`src/common/rpm_consts.vh`:
```
// Purpose: constants for the receive-port monitor and status register bank
// Assumes: 8-bit register addresses and data
// Notes: times are in ns; cycle counts derive from the core clock period
`ifndef RPM_CONSTS_VH
`define RPM_CONSTS_VH
`define RPM_ADDR_PORT_SEL 8'h4C
`define RPM_ADDR_LEN_HIGH 8'h75
`define RPM_ADDR_LEN_LOW 8'h76
`define RPM_ADDR_FREQ_CTL 8'h77
`define RPM_ADDR_MBOX_A 8'h78
`define RPM_ADDR_MBOX_B 8'h79
`define RPM_ADDR_PKT_STS 8'h7A
`define RPM_FREQ_CTL_RST 8'hC5
`define RPM_MBOX_A_RST 8'h00
`define RPM_MBOX_B_RST 8'h01
`define RPM_HYST_MSB 7
`define RPM_HYST_LSB 6
`define RPM_STAB_MSB 5
`define RPM_STAB_LSB 4
`define RPM_LOTH_MSB 3
`define RPM_LOTH_LSB 0
`define RPM_STS_LEN 3
`define RPM_STS_CRC 2
`define RPM_STS_ECC2 1
`define RPM_STS_ECC1 0
`define RPM_CLK_PERIOD_NS 4
`define RPM_STAB_T0_NS 40000
`define RPM_STAB_T1_NS 80000
`define RPM_STAB_T2_NS 320000
`define RPM_STAB_T3_NS 1280000
`define RPM_STAB_C0 (`RPM_STAB_T0_NS / `RPM_CLK_PERIOD_NS)
`define RPM_STAB_C1 (`RPM_STAB_T1_NS / `RPM_CLK_PERIOD_NS)
`define RPM_STAB_C2 (`RPM_STAB_T2_NS / `RPM_CLK_PERIOD_NS)
`define RPM_STAB_C3 (`RPM_STAB_T3_NS / `RPM_CLK_PERIOD_NS)
`endif

```
`src/logic/rpm_sync2.v`:
```
// Purpose: two-flop synchroniser for a bus of levels
// Assumes: each bit is an independent level
// Notes: first stage feeds only the second
`timescale 1ns/1ps
module rpm_sync2 #(
   parameter W = 1
) (
   // clock and reset
   input wire core_clk,
   input wire resetn,
   // data
   input wire [W-1:0] d_in,
   output reg [W-1:0] d_out
);
   reg [W-1:0] meta_q;
   always @(posedge core_clk or negedge resetn) begin
      if (!resetn) begin
         meta_q <= {W{1'b0}};
         d_out <= {W{1'b0}};
      end else begin
         meta_q <= d_in;
         d_out <= meta_q;
      end
   end
endmodule // rpm_sync2

```
`src/logic/rpm_freq_det.v`:
```
// Purpose: per-port frequency detector with hysteresis, stability and low threshold
// Assumes: freq_mhz is a measurement in MHz, valid with freq_vld pulse, same clock
// Notes: stability counter restarts on any out-of-band sample
`timescale 1ns/1ps
`include "rpm_consts.vh"
module rpm_freq_det #(
   parameter FW = 8,
   parameter [31:0] STAB_C0 = `RPM_STAB_C0,
   parameter [31:0] STAB_C1 = `RPM_STAB_C1,
   parameter [31:0] STAB_C2 = `RPM_STAB_C2,
   parameter [31:0] STAB_C3 = `RPM_STAB_C3
) (
   // clock and reset
   input wire core_clk,
   input wire resetn,
   // settings
   input wire [1:0] hyst_mhz,
   input wire [1:0] stab_sel,
   input wire [3:0] low_thr_mhz,
   // measurement
   input wire freq_vld,
   input wire [FW-1:0] freq_mhz,
   // results
   output reg [FW-1:0] freq_q,
   output reg stable_q,
   output reg link_clock_missing_q
);
   reg [31:0] cnt_q;
   reg [31:0] limit;
   wire [FW-1:0] diff = (freq_mhz > freq_q) ? (freq_mhz - freq_q) : (freq_q - freq_mhz);
   wire out_band = diff > {{(FW-2){1'b0}}, hyst_mhz};
   always @* begin
      case (stab_sel)
         2'h0: limit = STAB_C0;
         2'h1: limit = STAB_C1;
         2'h2: limit = STAB_C2;
         default: limit = STAB_C3;
      endcase
   end
   always @(posedge core_clk or negedge resetn) begin
      if (!resetn) begin
         freq_q <= {FW{1'b0}};
         cnt_q <= 32'h0;
         stable_q <= 1'b0;
         link_clock_missing_q <= 1'b1;
      end else begin
         if (freq_vld && out_band) begin
            freq_q <= freq_mhz;
            cnt_q <= 32'h0;
            stable_q <= 1'b0;
         end else if (cnt_q >= limit) begin
            stable_q <= 1'b1;
         end else begin
            cnt_q <= cnt_q + 32'h1;
         end
         if (freq_vld)
            link_clock_missing_q <= freq_mhz < {{(FW-4){1'b0}}, low_thr_mhz};
      end
   end
endmodule // rpm_freq_det

```
`src/logic/rpm_port_bank.v`:
```
// Purpose: receive-port monitor and status registers, one copy per port
// Assumes: host register port is a byte-wide read/write strobe interface on core_clk
// Notes: video and packet event inputs arrive from another domain and are synchronised
`timescale 1ns/1ps
`include "rpm_consts.vh"
module rpm_port_bank #(
   parameter NP = 4,
   parameter FW = 8,
   parameter [31:0] STAB_C0 = `RPM_STAB_C0,
   parameter [31:0] STAB_C1 = `RPM_STAB_C1,
   parameter [31:0] STAB_C2 = `RPM_STAB_C2,
   parameter [31:0] STAB_C3 = `RPM_STAB_C3
) (
   // clock and reset
   input wire core_clk,
   input wire resetn,
   // host register port
   input wire reg_wr,
   input wire reg_rd,
   input wire [7:0] reg_addr,
   input wire [7:0] reg_wdata,
   output reg [7:0] reg_rdata,
   output reg reg_rvalid,
   // port-select mask, one bit per port
   input wire [NP-1:0] port_sel,
   // per-port controls from neighbouring registers
   input wire [NP-1:0] line_length_change_irq_enable,
   input wire [NP-1:0] zero_stats_when_unqualified,
   input wire [NP-1:0] pass_flag,
   // per-port video timing (other domain)
   input wire [NP-1:0] line_valid,
   input wire [NP-1:0] frame_valid,
   // per-port packet error events (other domain levels)
   input wire [NP-1:0] evt_length_err,
   input wire [NP-1:0] evt_crc_err,
   input wire [NP-1:0] evt_header_multibit_fault_flag,
   input wire [NP-1:0] evt_header_singlebit_fault_flag,
   // per-port frequency measurement
   input wire [NP-1:0] freq_vld,
   input wire [NP*FW-1:0] freq_mhz,
   // per-port status out
   output reg [NP-1:0] link_clock_missing,
   output reg [NP-1:0] freq_stable
);
   wire [NP-1:0] lv_s, fv_s, le_s, ce_s, e2_s, e1_s;
   rpm_sync2 #(.W(6*NP)) u_sync (
      .core_clk(core_clk),
      .resetn(resetn),
      .d_in({line_valid, frame_valid, evt_length_err, evt_crc_err, evt_header_multibit_fault_flag, evt_header_singlebit_fault_flag}),
      .d_out({lv_s, fv_s, le_s, ce_s, e2_s, e1_s})
   );
   // first selected port answers reads
   function [1:0] first_port;
      input [NP-1:0] sel;
      integer k;
      begin
         first_port = 2'h0;
         for (k = NP-1; k >= 0; k = k - 1)
            if (sel[k])
               first_port = k[1:0];
      end
   endfunction
   wire [1:0] rp = first_port(port_sel);
   wire hit_wr = reg_wr;
   wire rd_hi = reg_rd && (reg_addr == `RPM_ADDR_LEN_HIGH);
   wire rd_lo = reg_rd && (reg_addr == `RPM_ADDR_LEN_LOW);
   wire rd_sts = reg_rd && (reg_addr == `RPM_ADDR_PKT_STS);
   reg [7:0] freq_ctl_q [0:NP-1];
   reg [7:0] mbox_a_q [0:NP-1];
   reg [7:0] mbox_b_q [0:NP-1];
   reg [3:0] sts_q [0:NP-1];
   reg [15:0] len_cnt_q [0:NP-1];
   reg [15:0] last_line_q [0:NP-1];
   reg [15:0] len_q [0:NP-1];
   reg [7:0] lo_snap_q [0:NP-1];
   reg [NP-1:0] frozen_q, lv_q, fv_q, snap_vld_q;
   wire [NP-1:0] lcm_w, stab_w;
   genvar g;
   generate
      for (g = 0; g < NP; g = g + 1) begin : g_port
         wire line_end = lv_q[g] && !lv_s[g];
         wire frame_end = fv_q[g] && !fv_s[g];
         wire sel = port_sel[g];
         wire rd_me = (rp == g) && (port_sel != {NP{1'b0}});
         wire [3:0] sts_set = {le_s[g], ce_s[g], e2_s[g], e1_s[g]};
         wire [15:0] last_w = line_end ? len_cnt_q[g] : last_line_q[g];
         always @(posedge core_clk or negedge resetn) begin
            if (!resetn) begin
               freq_ctl_q[g] <= `RPM_FREQ_CTL_RST;
               mbox_a_q[g] <= `RPM_MBOX_A_RST;
               mbox_b_q[g] <= `RPM_MBOX_B_RST;
               sts_q[g] <= 4'h0;
               len_cnt_q[g] <= 16'h0;
               last_line_q[g] <= 16'h0;
               len_q[g] <= 16'h0;
               lo_snap_q[g] <= 8'h0;
               snap_vld_q[g] <= 1'b0;
               frozen_q[g] <= 1'b0;
               lv_q[g] <= 1'b0;
               fv_q[g] <= 1'b0;
            end else begin
               lv_q[g] <= lv_s[g];
               fv_q[g] <= fv_s[g];
               // line length counting
               if (lv_s[g])
                  len_cnt_q[g] <= lv_q[g] ? len_cnt_q[g] + 16'h1 : 16'h1;
               if (line_end)
                  last_line_q[g] <= len_cnt_q[g];
               // publish at frame end unless frozen
               if (frame_end && !frozen_q[g]) begin
                  len_q[g] <= last_w;
                  frozen_q[g] <= line_length_change_irq_enable[g];
               end else if (rd_me && (rd_hi || rd_lo)) begin
                  frozen_q[g] <= 1'b0;
               end
               if (rd_me && rd_hi) begin
                  lo_snap_q[g] <= len_q[g][7:0];
                  snap_vld_q[g] <= 1'b1;
               end else if (rd_me && rd_lo) begin
                  snap_vld_q[g] <= 1'b0;
               end
               // host writes reach every selected port
               if (hit_wr && sel) begin
                  case (reg_addr)
                     `RPM_ADDR_FREQ_CTL: freq_ctl_q[g] <= reg_wdata;
                     `RPM_ADDR_MBOX_A: mbox_a_q[g] <= reg_wdata;
                     `RPM_ADDR_MBOX_B: mbox_b_q[g] <= reg_wdata;
                     default: ;
                  endcase
               end
               // sticky flags, set wins over clear-on-read
               if (rd_me && rd_sts)
                  sts_q[g] <= sts_set;
               else
                  sts_q[g] <= sts_q[g] | sts_set;
            end
         end
         rpm_freq_det #(
            .FW(FW),
            .STAB_C0(STAB_C0),
            .STAB_C1(STAB_C1),
            .STAB_C2(STAB_C2),
            .STAB_C3(STAB_C3)
         ) u_fdet (
            .core_clk(core_clk),
            .resetn(resetn),
            .hyst_mhz(freq_ctl_q[g][`RPM_HYST_MSB:`RPM_HYST_LSB]),
            .stab_sel(freq_ctl_q[g][`RPM_STAB_MSB:`RPM_STAB_LSB]),
            .low_thr_mhz(freq_ctl_q[g][`RPM_LOTH_MSB:`RPM_LOTH_LSB]),
            .freq_vld(freq_vld[g]),
            .freq_mhz(freq_mhz[g*FW +: FW]),
            .freq_q(),
            .stable_q(stab_w[g]),
            .link_clock_missing_q(lcm_w[g])
         );
      end
   endgenerate
   // read mux for the port that answers
   wire zero_len = zero_stats_when_unqualified[rp] && !pass_flag[rp];
   reg [7:0] rmux;
   always @* begin
      rmux = 8'h00;
      case (reg_addr)
         `RPM_ADDR_LEN_HIGH: rmux = zero_len ? 8'h00 : len_q[rp][15:8];
         `RPM_ADDR_LEN_LOW:
            rmux = zero_len ? 8'h00 : (snap_vld_q[rp] ? lo_snap_q[rp] : len_q[rp][7:0]);
         `RPM_ADDR_FREQ_CTL: rmux = freq_ctl_q[rp];
         `RPM_ADDR_MBOX_A: rmux = mbox_a_q[rp];
         `RPM_ADDR_MBOX_B: rmux = mbox_b_q[rp];
         `RPM_ADDR_PKT_STS: rmux = {4'h0, sts_q[rp]};
         default: rmux = 8'h00;
      endcase
   end
   always @(posedge core_clk or negedge resetn) begin
      if (!resetn) begin
         reg_rdata <= 8'h00;
         reg_rvalid <= 1'b0;
         link_clock_missing <= {NP{1'b1}};
         freq_stable <= {NP{1'b0}};
      end else begin
         reg_rvalid <= reg_rd;
         if (reg_rd)
            reg_rdata <= rmux;
         link_clock_missing <= lcm_w;
         freq_stable <= stab_w;
      end
   end
endmodule // rpm_port_bank

```
`config.mk`:
```
export PLATFORM = sky130hd
export DESIGN_NAME = rpm_port_bank
export DESIGN_NICKNAME = d
export VERILOG_FILES = /design/src/logic/rpm_sync2.v /design/src/logic/rpm_freq_det.v /design/src/logic/rpm_port_bank.v
export VERILOG_INCLUDE_DIRS = /design/src /design/src/common
export SDC_FILE = /design/constraint.sdc
export NUM_CORES = 1
export LEC_CHECK = 0
export ABC_CLOCK_PERIOD_IN_PS = 7800
export BUFFER_PORTS_ARGS = -buffer_cell sky130_fd_sc_hd__clkbuf_2
export CORE_AREA = 2 2 351 353
export DETAILED_ROUTE_END_ITERATION = 8
export DIE_AREA = 0 0 353 355
export HOLD_SLACK_MARGIN = 0.06
export PLACE_DENSITY_LB_ADDON = 0.12
export SLEW_MARGIN = 10
export SYNTH_ARGS = -nofsm -noshare
export SYNTH_HDL_FRONTEND = slang
export SYNTH_HIERARCHICAL = 1
export SYNTH_SLANG_ARGS = --single-unit
```
`constraint.sdc`:
```
create_clock -name core_clk -period 7.8 [get_ports core_clk]
set_input_delay 1.56 -clock core_clk [delete_from_list [all_inputs] [get_ports core_clk]]
set_output_delay 1.56 -clock core_clk [all_outputs]
set_load 0.01 [all_outputs]
```
* Yosys cells after proc, flatten, opt, wreduce, memory -nomap -nowiden *
Index checks and enable logic that the tools add are counted.
Widths: inputs -> output; s select.

storage, ports and cells
  bits in registers = 585
  word-level logic and storage cells = 302

operators by class
  $add $sub $neg = 16
  magnitude comparators = 18
  equality and inequality tests = 21
  muxes and demuxes = 84
  bitwise logic cells = 5
  reductions and logical operators = 88

operator list
  kind                   number
  $mux 32                8
  $pmux 19 s3            4
  $mux 16                10
  $add 32x1->32 const B  4
  $ge 32x19->1           4
  $mux 8                 15
  $add 16x1->16 const B  4
  $bmux 8 s2             4
  $sub 8x8->8            8
  $eq 8x7->1 const B     6
  $pmux 8 s6             1
  $logic_and 1x1->1      44
  $bmux 16 s2            1
  $gt 8x2->1             4
  $gt 8x8->1             4
  $lt 8x4->1             4
  $mux 1                 27
  $mux 4                 6
  $reduce_and 2->1       12
  $reduce_bool 2->1      12
  $or 4x4->4             4
  $logic_not 1->1        13
  $eq 2x2->1 const B     6
  $eq 2x1->1 const B     5
  other kinds (10)       22

* Depth between registers and ports, before layout *
Gate-level depths: netlist of the first run.

  word-level depth = 11
  mapped depth = 19
  gate-level depth less buffers = 17

* Modules after synthesis *
Netlist of the first run, hierarchy kept.

modules (own cells, without submodules)
  module                               times used  cells each  area each (um^2)  sequential area each (um^2)
  rpm_port_bank                        1           1294        16333.2           9263.9
  rpm_freq_det (g_port[0].u_fdet ...)  2           345         3134.3            1052.3
  rpm_freq_det (g_port[3].u_fdet)      1           359         3308.2            1052.3
  rpm_freq_det (g_port[2].u_fdet)      1           343         3101.7            1052.3
  rpm_sync2                            1           48          1201.2            1201.2

* Worst setup path before layout of the first run *
Ideal clock, no wire load.

  path type = input to register
  start = input port freq_mhz[16]
  end = register g_port[2].u_fdet.freq_q[7]
  library setup time = 0.127 ns
  arrival = 4.906 ns
  slack = 2.767 ns
  stages = 18
  cells stage by stage = inv_1 ha_1 inv_1 fa_1 a21o_1 a21oi_1 nor3_1 o32a_1 mux2_2 ha_1 nor2b_1 o21ai_0 o2111ai_1 a2111oi_0 nand3_1 and3_1 buf_2 mux2_1

on the way
  cells in the longest elaborated chain, start to end = 4

RTL lines
  element                                           RTL line            source
  start, declared                                   rpm_port_bank.v:40  input wire [NP*FW-1:0] freq_mhz,
  $sub 8x8->8 / $gt 8x8->1 (equally long branches)  rpm_freq_det.v:30   wire [FW-1:0] diff = (freq_mhz > freq_q) ? (freq_mhz - freq_q) : (freq_q - freq_mhz);
  $mux 8 *                                          rpm_freq_det.v:30
  $gt 8x2->1 *                                      rpm_freq_det.v:31   wire out_band = diff > {{(FW-2){1'b0}}, hyst_mhz};
  $logic_and 1x1->1 *                               rpm_freq_det.v:47   if (freq_vld && out_band) begin
  end signal, assigned                              rpm_freq_det.v:42   freq_q <= {FW{1'b0}};
  end signal, assigned                              rpm_freq_det.v:48   freq_q <= freq_mhz;
  end, declared                                     rpm_freq_det.v:24   output reg [FW-1:0] freq_q,

Mark *: on every way between the ends. The rest lies on a longest branch, timed or not.
A chain may end at the register's enable or synchronous reset.

* Final worst setup path of the first run *
Same ends and word-level chain as after synthesis.

==> results.py, run 1 <==
metrics = {
    "synthesis": {
        "synthTopCellsByCount": "dfrtp_1 (557), mux2_2 (264), ha_1 (164)",
        "synth_area_leaders": "dfrtp_1 (46%), mux2_2 (9.8%), ha_1 (6.8%), dfstp_2 (2.4%), a21oi_1 (2.3%)",
        "netlist_instances": 2734,
        "synth_seq_cells": 585,
        "synth_cell_types": 98,
        "synth_fp_nets": 3002,
        "synth_edf_count": 0,
        "synth_top_area_frac": 0.461,
        "synthArstFlopShare": 1.00,
        "synth.most_common_cell": "dfrtp_1",
        "ys.warnings.count": 6,
        "synth_area_per_cell_sq_um": 11.1,
        "synth-main-ff-cell": "dfrtp_1",
        "synth_area_leader_cell": "dfrtp_1",
        "ys_seq_area_frac": 0.486,
        "synth_area_sq_um": 30200,
    },
    "min_path": {
        "holdPathEnd": "u_sync/d_out[19]$_DFF_PN0_",
        "hold_depth": 0,
        "min-delay-start": "u_sync/meta_q[19]$_DFF_PN0_",
        "hold_class": "reg2reg",
    },
    "detailed_routing": {
        "vias": 21400,
        "wirelength_mm": 86.1,
        "drtAntennaViolNets": 0,
        "drtPass1Iterations": 5,
        "via_per_inst": 4.75,
        "drc": 0,
        "wire_per_inst_microns": 19.1,
        "drt_iter0_markers": 1258,
    },
    "global_route": {
        "grt_pass1_wl_mm": 136,
        "gr-usage-all-layers": 0.137,
        "overflow": 0,
        "grt_max_degree": 148,
        "grt_pass1_vias": 22200,
        "antenna_found_initial": 12,
    },
    "placed_design": {
        "io_buffers": 112,
        "dp.cells": 4378,
        "place_congestion": 0.829,
        "post-dp-hpwl_mm": 61.4,
    },
    "finish": {
        "ff_latch_area_sq_um": 14700,
        "multi_input_comb_area_sq_um": 14400,
        "drive_above_1_share": 0.211,
        "fillCellCount": 12700,
        "fin_util": 0.288,
        "fin_nets": 3097,
        "area_growth_pct": 15.8,
        "layout.cells.non_filler": 4514,
    },
    "die": {
        "start_util": 0.249,
        "fp.dieH_microns": 355,
        "core_sq_um": 121000,
        "die_w_microns": 353,
        "die_area_sq_um": 125000,
        "row_count": 128,
        "ioPinCount": 113,
    },
    "clock_network": {
        "ctsHoldBuffers": 0,
        "cts_resized": 0,
        "cts_tree": "built",
        "cts_buffer_depth": 3,
        "htreeDepth": 3,
        "cts_setup_buffers": 0,
        "clkLatencyLatePin_ps": 640,
        "cts_buffers": 74,
        "clock-root-buffer": "clkbuf_16",
        "clk_pin_slew_ps": 60,
        "cts_sinks": 585,
    },
    "critical_path": {
        "crit_arrival_ps": 5670,
        "crit_slowest_cell": "a2111oi_0",
        "max_stage_delay_ps": 410,
        "start_kind": "input port",
        "cp.required_ps": 8310,
        "crit_type": "in2reg",
        "reg2reg_to": "g_port[2].u_fdet/freq_q[7]$_DFFE_PN0P_",
        "cp-end-kind": "flip-flop",
        "critPathMaxFanout": 41,
        "path_cells": "clkbuf_2 -> inv_1 -> ha_1 -> inv_1 -> fa_1 -> a21o_1 -> a21oi_1 -> nor3_1 -> o32a_1 -> mux2_2 -> ha_1 -> nor2b_1 -> o21ai_0 -> o2111ai_1 -> a2111oi_0 -> nand3_1 -> and3_1 -> buf_4 -> mux2_1",
        "r2r_start": "g_port[2].u_fdet/freq_q[0]$_DFFE_PN0P_",
        "reg2reg_depth": 17,
        "rrSetupSlack_ps": 3380,
    },
    "pwr": {
        "power_per_cell_area_nw_per_um2": 220,
        "p_leak_nw": 15.6,
        "finalPower_mw": 7.71,
        "ir_drop_uv": 133,
    },
    "timing": {
        "maxSlewViolCount": 0,
        "finalCritPeriodShare": 0.662,
        "worst_slew_pin_slew_ps": 1120,
        "max_freq_mhz": 194,
        "relSlewSlack": 0.255,
        "setup_viol": 0,
        "finalSetupTns_ps": 0,
        "hold_violations": 0,
        "min_period_ps": 5160,
        "finClkSkew_ps": 25.4,
        "holdWs_ps": 344,
        "rsz0062_at_grt": "false",
    },
    "flow_run": {
        "max-cap-violations": 0,
    },
    "run_status": {
        "status": "finished, final reports clean",
    },
}
==> where the power goes <==
part	switching [mW]	internal [mW]
Combinational	0.535	0.354
Clock	1.43	2.11
Sequential	0.114	3.16
==> cells by family (layout without fill, tap and decap cells) <==
| logic type | after synthesis | count (layout) | synth area share |
|---|---|---|---|
| xor+xnor | 71 | 71 | 0.0206 |
| flops | 585 | 585 | 0.486 |
| compound gates | 540 | 540 | 0.119 |
| buf+inv | 279 | 432 | 0.0400 |
| mux | 330 | 330 | 0.127 |
| simple gates | 757 | 757 | 0.135 |
| fa+ha+maj | 172 | 172 | 0.0732 |
| other cells | 0 | 2 | 0 |
==> worst max-delay path: cells and delay by family <==
kind / cells / cell delay [ps]
AND/OR/NAND/NOR: 4 / 480
buffers and inverters: 4 / 520
AO/OA/AOI/OAI: 6 / 1550
multiplexers: 2 / 650
adder cells (fa/ha/maj): 3 / 870
==> registers in the layout, indices dropped and copies added, names as in the netlist, 32 cells and up <==
signal / cells
len_cnt_q: 64
freq_ctl_q: 32
g_port.u_fdet/freq_q: 32
lo_snap_q: 32
last_line_q: 64
mbox_a_q: 32
len_q: 64
mbox_b_q: 32
g_port.u_fdet/cnt_q: 128
==> layer usage <==
metal  global-route usage  wire length [microns]
met3               0.0303                   4400
met4               0.0383                   1880
met5                    0                    139
met1                0.187                  40300
met2                0.219                  39400
==> cells in the final DEF, fill, tap and decap left out, drive strengths merged, types with 55 or more instances in the layout <==
| cell | n |
|---|---|
| a21oi | 139 |
| clkbuf | 215 |
| dfrtp | 557 |
| ha | 164 |
| inv | 167 |
| mux2 | 266 |
| nand2 | 144 |
| nand3 | 94 |
| nor2 | 134 |
| nor2b | 76 |
| o21ai | 131 |
| or3 | 55 |
==> metrics by stage <==
step	setup slack [ps]	instance area (sq um)
floorplan	2770	30200
global placement	2000	32400
detailed placement	2020	32400
CTS	2710	35000
global route	2360	35000
finish	2640	35000
==> area by class of cell <==
class,count,share of cell area
clock inverter,30,0.0109
antenna,2,0.000143
tap,1625,0.0581
sequential,585,0.420
timing repair buffer,135,0.0220
clock buffer,104,0.0613
multi-input combinational,1870,0.411
inverter,163,0.0175
==> how the worst max path moves through the flow <==
stage / start / endpoint / slack, ps
final: freq_mhz[16] / g_port[2].u_fdet/freq_q[7]$_DFFE_PN0P_ / 2640
after global routing: freq_mhz[16] / g_port[2].u_fdet/freq_q[7]$_DFFE_PN0P_ / 2360
after CTS: freq_mhz[16] / g_port[2].u_fdet/freq_q[7]$_DFFE_PN0P_ / 2710
after detailed placement: freq_mhz[16] / g_port[2].u_fdet/freq_q[7]$_DFFE_PN0P_ / 2020
after global placement: freq_mhz[16] / g_port[2].u_fdet/freq_q[7]$_DFFE_PN0P_ / 2000
after floorplan: freq_mhz[16] / g_port[2].u_fdet/freq_q[7]$_DFFE_PN0P_ / 2770
(Power assumes the default switching activity.)
==> inputs of run 2 (changes only) <==
ABC_CLOCK_PERIOD_IN_PS = 5100   (was 7800)
clock period = 5.1 ns   (was 7.8 ns; I/O delays follow)
==> run 2 against run 1 <==
Against the previous run: clock skew is 5.0 ps higher; wire length is 0.26% lower; worst setup slack worse by 2000 ps; utilization increased by 0.17 points; critical path type unchanged; largest power group unchanged; sequential share of layout area shrank 0.24 points; largest cell class unchanged; sequential power rose by 53%; critical endpoint is now g_port[2].u_fdet/freq_q[2]$_DFFE_PN0P_; highest routed layer unchanged; final cell count is 0.55% higher.
==> results.py, run 2 (synthesis results as in run 1) <==
metrics = {
    "clock_network": {
        "cts_tree": "built",
        "htreeDepth": 3,
        "cts_buffers": 75,
        "clock-root-buffer": "clkbuf_16",
        "clk_pin_slew_ps": 60,
        "cts_buffer_depth": 3,
        "cts_sinks": 585,
        "cts_resized": 0,
        "ctsHoldBuffers": 0,
        "clkLatencyLatePin_ps": 650,
        "cts_setup_buffers": 0,
    },
    "die": {
        "core_sq_um": 121000,
        "row_count": 128,
        "start_util": 0.249,
        "ioPinCount": 113,
        "die_w_microns": 353,
        "die_area_sq_um": 125000,
        "fp.dieH_microns": 355,
    },
    "critical_path": {
        "crit_type": "in2reg",
        "crit_arrival_ps": 4950,
        "start_kind": "input port",
        "cp-end-kind": "flip-flop",
        "critPathMaxFanout": 37,
        "cp.required_ps": 5630,
    },
    "finish": {
        "final_common_cell": "dfrtp_1",
        "regMostFlops": "g_port.u_fdet/cnt_q",
        "fin_nets": 3118,
        "final_cell_mix": "dfrtp_1 (557), mux2_2 (264), ha_1 (164)",
        "layout.cells.non_filler": 4539,
        "drive_above_1_share": 0.214,
        "fin_area_sq_um": 35200,
        "area_growth_pct": 16.4,
        "fin_util": 0.290,
        "largest_register_ffs": 128,
        "fillCellCount": 12600,
    },
    "pwr": {
        "power.switching_mw": 3.21,
        "power_per_cell_area_nw_per_um2": 335,
        "p_leak_nw": 15.7,
        "ir_drop_uv": 242,
        "share_comb_of_total_power": 0.117,
        "p_int_mw": 8.58,
        "clkPwrFrac": 0.458,
        "p_seq_frac": 0.425,
        "switching_share": 0.272,
        "finalPower_mw": 11.8,
    },
    "timing": {
        "worst_slew_pin_slew_ps": 1030,
        "max_freq_mhz": 226,
        "relSlewSlack": 0.310,
        "finalSetupTns_ps": 0,
        "hold_violations": 0,
        "setup_ws_ps": 683,
        "finClkSkew_ps": 30.3,
        "holdWs_ps": 336,
        "maxSlewViolCount": 0,
        "min_period_ps": 4420,
        "rsz0062_at_grt": "false",
        "setup_viol": 0,
        "finalCritPeriodShare": 0.866,
    },
    "detailed_routing": {
        "drtAntennaViolNets": 0,
        "via_per_inst": 4.74,
        "drtPass1Iterations": 6,
        "wirelength_mm": 85.9,
        "vias": 21500,
        "drc": 0,
        "drt_iter0_markers": 1268,
        "wire_per_inst_microns": 18.9,
    },
    "run_status": {
        "status": "finished, final reports clean",
    },
    "placed_design": {
        "placed_cell_area_sq_um": 32600,
        "post-dp-hpwl_mm": 62.1,
        "io_buffers": 112,
        "place_ws_ps": 83.4,
        "dp.cells": 4398,
        "place_congestion": 0.827,
    },
    "global_route": {
        "overflow": 0,
        "grt_pass1_wl_mm": 134,
        "gr-usage-all-layers": 0.136,
        "antenna_found_initial": 14,
        "grt_max_degree": 100,
        "grt_pass1_vias": 21900,
    },
    "min_path": {
        "hold_class": "in2async",
    },
    "flow_run": {
        "max-cap-violations": 0,
    },
}
run 2: cell types whose count changed in the layout (fill, tap and decap cells not counted), sizes merged:
cell,previous run,this run
clkbuf,215,222
diode,2,4
inv,167,166
clkinv,19,15
bufinv,5,4
buf,24,44
clkinvlp,2,4
run 2: power by group through the flow:
stage	Clock (mW)	Combinational (mW)	Sequential (mW)
final	5.40	1.38	5.01
after CTS	5.62	1.40	5.02
after floorplan	0	0.949	5.01
after detailed placement	0	1.39	5.10
after global placement	0	1.38	5.09
after global routing	5.80	1.54	5.04
run 2: final timing paths:
path	cells past startpoint	start	endpoint	slack [ps]
setup / recovery	19	freq_mhz[16]	g_port[2].u_fdet/freq_q[2]$_DFFE_PN0P_	680
hold / removal	1	resetn	g_port[3].u_fdet/cnt_q[27]$_DFFE_PN0P_	340
setup reg to reg	17	g_port[2].u_fdet/freq_q[0]$_DFFE_PN0P_	g_port[2].u_fdet/freq_q[2]$_DFFE_PN0P_	860
hold reg to reg	0	u_sync/meta_q[9]$_DFF_PN0_	u_sync/d_out[9]$_DFF_PN0_	340
max in group asynchronous	2	resetn	g_port[0].u_fdet/cnt_q[22]$_DFFE_PN0P_	3580
min in group core_clk	0	u_sync/meta_q[9]$_DFF_PN0_	u_sync/d_out[9]$_DFF_PN0_	340
run 2: critical path, cell delays in order:
cell	delay [ps]
clkbuf_2	90
inv_1	80
ha_1	180
inv_1	60
fa_1	390
a21o_1	230
a21oi_1	150
nor3_1	60
o32a_1	320
mux2_2	290
ha_1	290
nor2b_1	140
o21ai_0	210
o2111ai_1	160
a2111oi_0	450
nand3_1	130
and3_1	290
buf_12	220
mux2i_1	140
run 2: area by class of cell:
type / count / area (sq um) / share of cell area
Tap cell: 1625 / 2030 / 0.0578
Multi-Input combinational cell: 1870 / 14400 / 0.408
Antenna cell: 4 / 10.0 / 0.000285
Clock inverter: 26 / 368 / 0.0105
Inverter: 163 / 612 / 0.0174
Clock buffer: 111 / 2160 / 0.0615
Timing Repair Buffer: 155 / 968 / 0.0275
Sequential cell: 585 / 14700 / 0.417
run 2: per-layer routing:
metal  GRT usage  part of all wire  vias up
li1            -                 -    10100
met3      0.0267             0.045      162
met4      0.0473             0.030       16
met1       0.184              0.47    10800
met2       0.217              0.46      424
met5           0            0.0012        -
==> inputs of run 3 (changes only) <==
CORE_AREA = 2 2 452 275   (was 2 2 351 353)
DIE_AREA = 0 0 454 277   (was 0 0 353 355)
==> run 3 against run 2 <==
Against the previous run: total power hardly changed; worst setup slack worse by 70 ps; maximum frequency is 1.6% lower; clock power is 1% lower; clock-buffer cell count is 20 lower; worst hold slack better by 2.2 ps; wire length is 6.1% higher; critical endpoint is now g_port[2].u_fdet/freq_q[3]$_DFFE_PN0P_.
==> results.py, run 3 (synthesis results as in run 1) <==
metrics = {
    "run_status": {
        "status": "finished, final reports clean",
    },
    "clock_network": {
        "clk_pin_slew_ps": 60,
        "cts_buffers": 68,
        "clkLatencyLatePin_ps": 680,
        "clock-root-buffer": "clkbuf_16",
        "htreeDepth": 3,
        "cts_tree": "built",
        "ctsHoldBuffers": 0,
        "cts_setup_buffers": 0,
        "cts_sinks": 585,
        "cts_resized": 0,
        "cts_buffer_depth": 3,
    },
    "global_route": {
        "antenna_found_initial": 16,
        "grt_max_degree": 110,
        "gr-usage-all-layers": 0.145,
        "grt_pass1_wl_mm": 140,
        "grt_pass1_vias": 21600,
        "overflow": 0,
    },
    "finish": {
        "largest_register_ffs": 128,
        "fillCellCount": 12600,
        "area_growth_pct": 16.4,
        "fin_nets": 3119,
        "fin_area_sq_um": 35200,
        "regMostFlops": "g_port.u_fdet/cnt_q",
        "drive_above_1_share": 0.216,
        "final_common_cell": "dfrtp_1",
        "final_cell_mix": "dfrtp_1 (557), mux2_2 (264), ha_1 (164)",
        "fin_util": 0.288,
    },
    "critical_path": {
        "critPathMaxFanout": 37,
        "path_cells": "clkbuf_2 -> inv_1 -> ha_1 -> inv_1 -> fa_1 -> a21o_1 -> a21oi_1 -> nor3_1 -> o32a_1 -> mux2_2 -> ha_1 -> nor2b_1 -> o21ai_0 -> o2111ai_1 -> a2111oi_0 -> nand3_1 -> and3_1 -> buf_12 -> mux2i_1",
        "reg2reg_depth": 17,
        "critPathTopFamily": "compound AO/OA/AOI/OAI gates",
        "path_buf_inv": 4,
        "r2r_start": "g_port[2].u_fdet/freq_q[0]$_DFFE_PN0P_",
        "crit_type": "in2reg",
        "reg2reg_to": "g_port[2].u_fdet/freq_q[3]$_DFFE_PN0P_",
        "rrSetupSlack_ps": 830,
        "crit_slowest_cell": "a2111oi_0",
        "start_kind": "input port",
        "cp-end-kind": "flip-flop",
        "max_stage_delay_ps": 490,
        "crit_arrival_ps": 5030,
        "cp.required_ps": 5640,
    },
    "timing": {
        "finalCritPeriodShare": 0.880,
        "min_period_ps": 4490,
        "relSlewSlack": 0.237,
        "max_freq_mhz": 223,
        "maxSlewViolCount": 0,
        "finalSetupTns_ps": 0,
        "rsz0062_at_grt": "false",
        "finClkSkew_ps": 32.3,
        "setup_viol": 0,
        "hold_violations": 0,
        "worst_slew_pin_slew_ps": 1130,
    },
    "placed_design": {
        "io_buffers": 112,
        "post-dp-hpwl_mm": 66.5,
        "place_congestion": 0.824,
        "placed_cell_area_sq_um": 32700,
    },
    "detailed_routing": {
        "via_per_inst": 4.78,
        "drt_iter0_markers": 1724,
        "drt-met1-wl_mm": 48.9,
        "routed.top_layer": "met5",
        "drtAntennaViolNets": 0,
        "vias": 21700,
        "wire_per_inst_microns": 20.1,
        "wl_met2_mm": 35.4,
        "wirelength_mm": 91.1,
        "drc": 0,
        "wl_met3_mm": 4.98,
        "drtPass1Iterations": 6,
    },
    "min_path": {
        "hold_depth": 0,
        "holdPathEnd": "u_sync/d_out[2]$_DFF_PN0_",
        "hold_class": "reg2reg",
        "min-delay-start": "u_sync/meta_q[2]$_DFF_PN0_",
    },
    "pwr": {
        "power_per_cell_area_nw_per_um2": 336,
        "ir_drop_uv": 236,
        "p_leak_nw": 15.7,
    },
    "flow_run": {
        "max-cap-violations": 0,
    },
    "die": {
        "fp.dieH_microns": 277,
        "row_count": 100,
        "die_w_microns": 454,
        "die_area_sq_um": 126000,
        "core_sq_um": 122000,
        "start_util": 0.247,
        "ioPinCount": 113,
    },
}
-- run 3: how the worst max path moves through the flow --
stage / start / to / slack (ps) / cells after the start
5_1_grt: freq_mhz[16] / g_port[2].u_fdet/freq_q[3]$_DFFE_PN0P_ / 390 / 19
3_5_place_dp: freq_mhz[16] / g_port[2].u_fdet/freq_q[3]$_DFFE_PN0P_ / -20 / 19
4_1_cts: freq_mhz[16] / g_port[2].u_fdet/freq_q[3]$_DFFE_PN0P_ / 690 / 19
3_3_place_gp: freq_mhz[16] / g_port[2].u_fdet/freq_q[3]$_DFFE_PN0P_ / 60 / 19
2_1_floorplan: freq_mhz[16] / g_port[2].u_fdet/freq_q[7]$_DFFE_PN0P_ / 610 / 18
6_report: freq_mhz[16] / g_port[2].u_fdet/freq_q[3]$_DFFE_PN0P_ / 610 / 19
-- run 3: per-layer routing --
layer,vias to the layer above,track usage
met2,451,0.188
met5,-,0
met4,2,0.0373
li1,10200,-
met1,11000,0.232
met3,125,0.0342
-- run 3: power breakdown --
group / total, mW / switching [mW] / internal [mW]
combinational: 1.43 / 0.864 / 0.570
sequential: 5.04 / 0.201 / 4.84
clock: 5.33 / 2.21 / 3.12
-- run 3: through the flow --
step                      hold WS [ps]  setup WS, ps  power [mW]  cells
after global placement             333          64.2        6.55   4413
final                              338           613        11.8   4542
after CTS                          341           687        12.0   4536
after detailed placement           335         -23.4        6.55   4413
after floorplan                    331           607        5.96   2734
after global routing               353           387        12.4   4539
-- run 3: cell type report --
cell class / count / area [sq um] / area share
multi-input cells: 1870 / 14400 / 0.408
inverters: 163 / 612 / 0.0174
clock buffers: 91 / 1900 / 0.0540
clock inverters: 32 / 518 / 0.0147
well taps: 1632 / 2040 / 0.0581
flip-flops and latches: 585 / 14700 / 0.417
diodes: 6 / 15.0 / 0.000427
repair buffers: 163 / 1040 / 0.0296
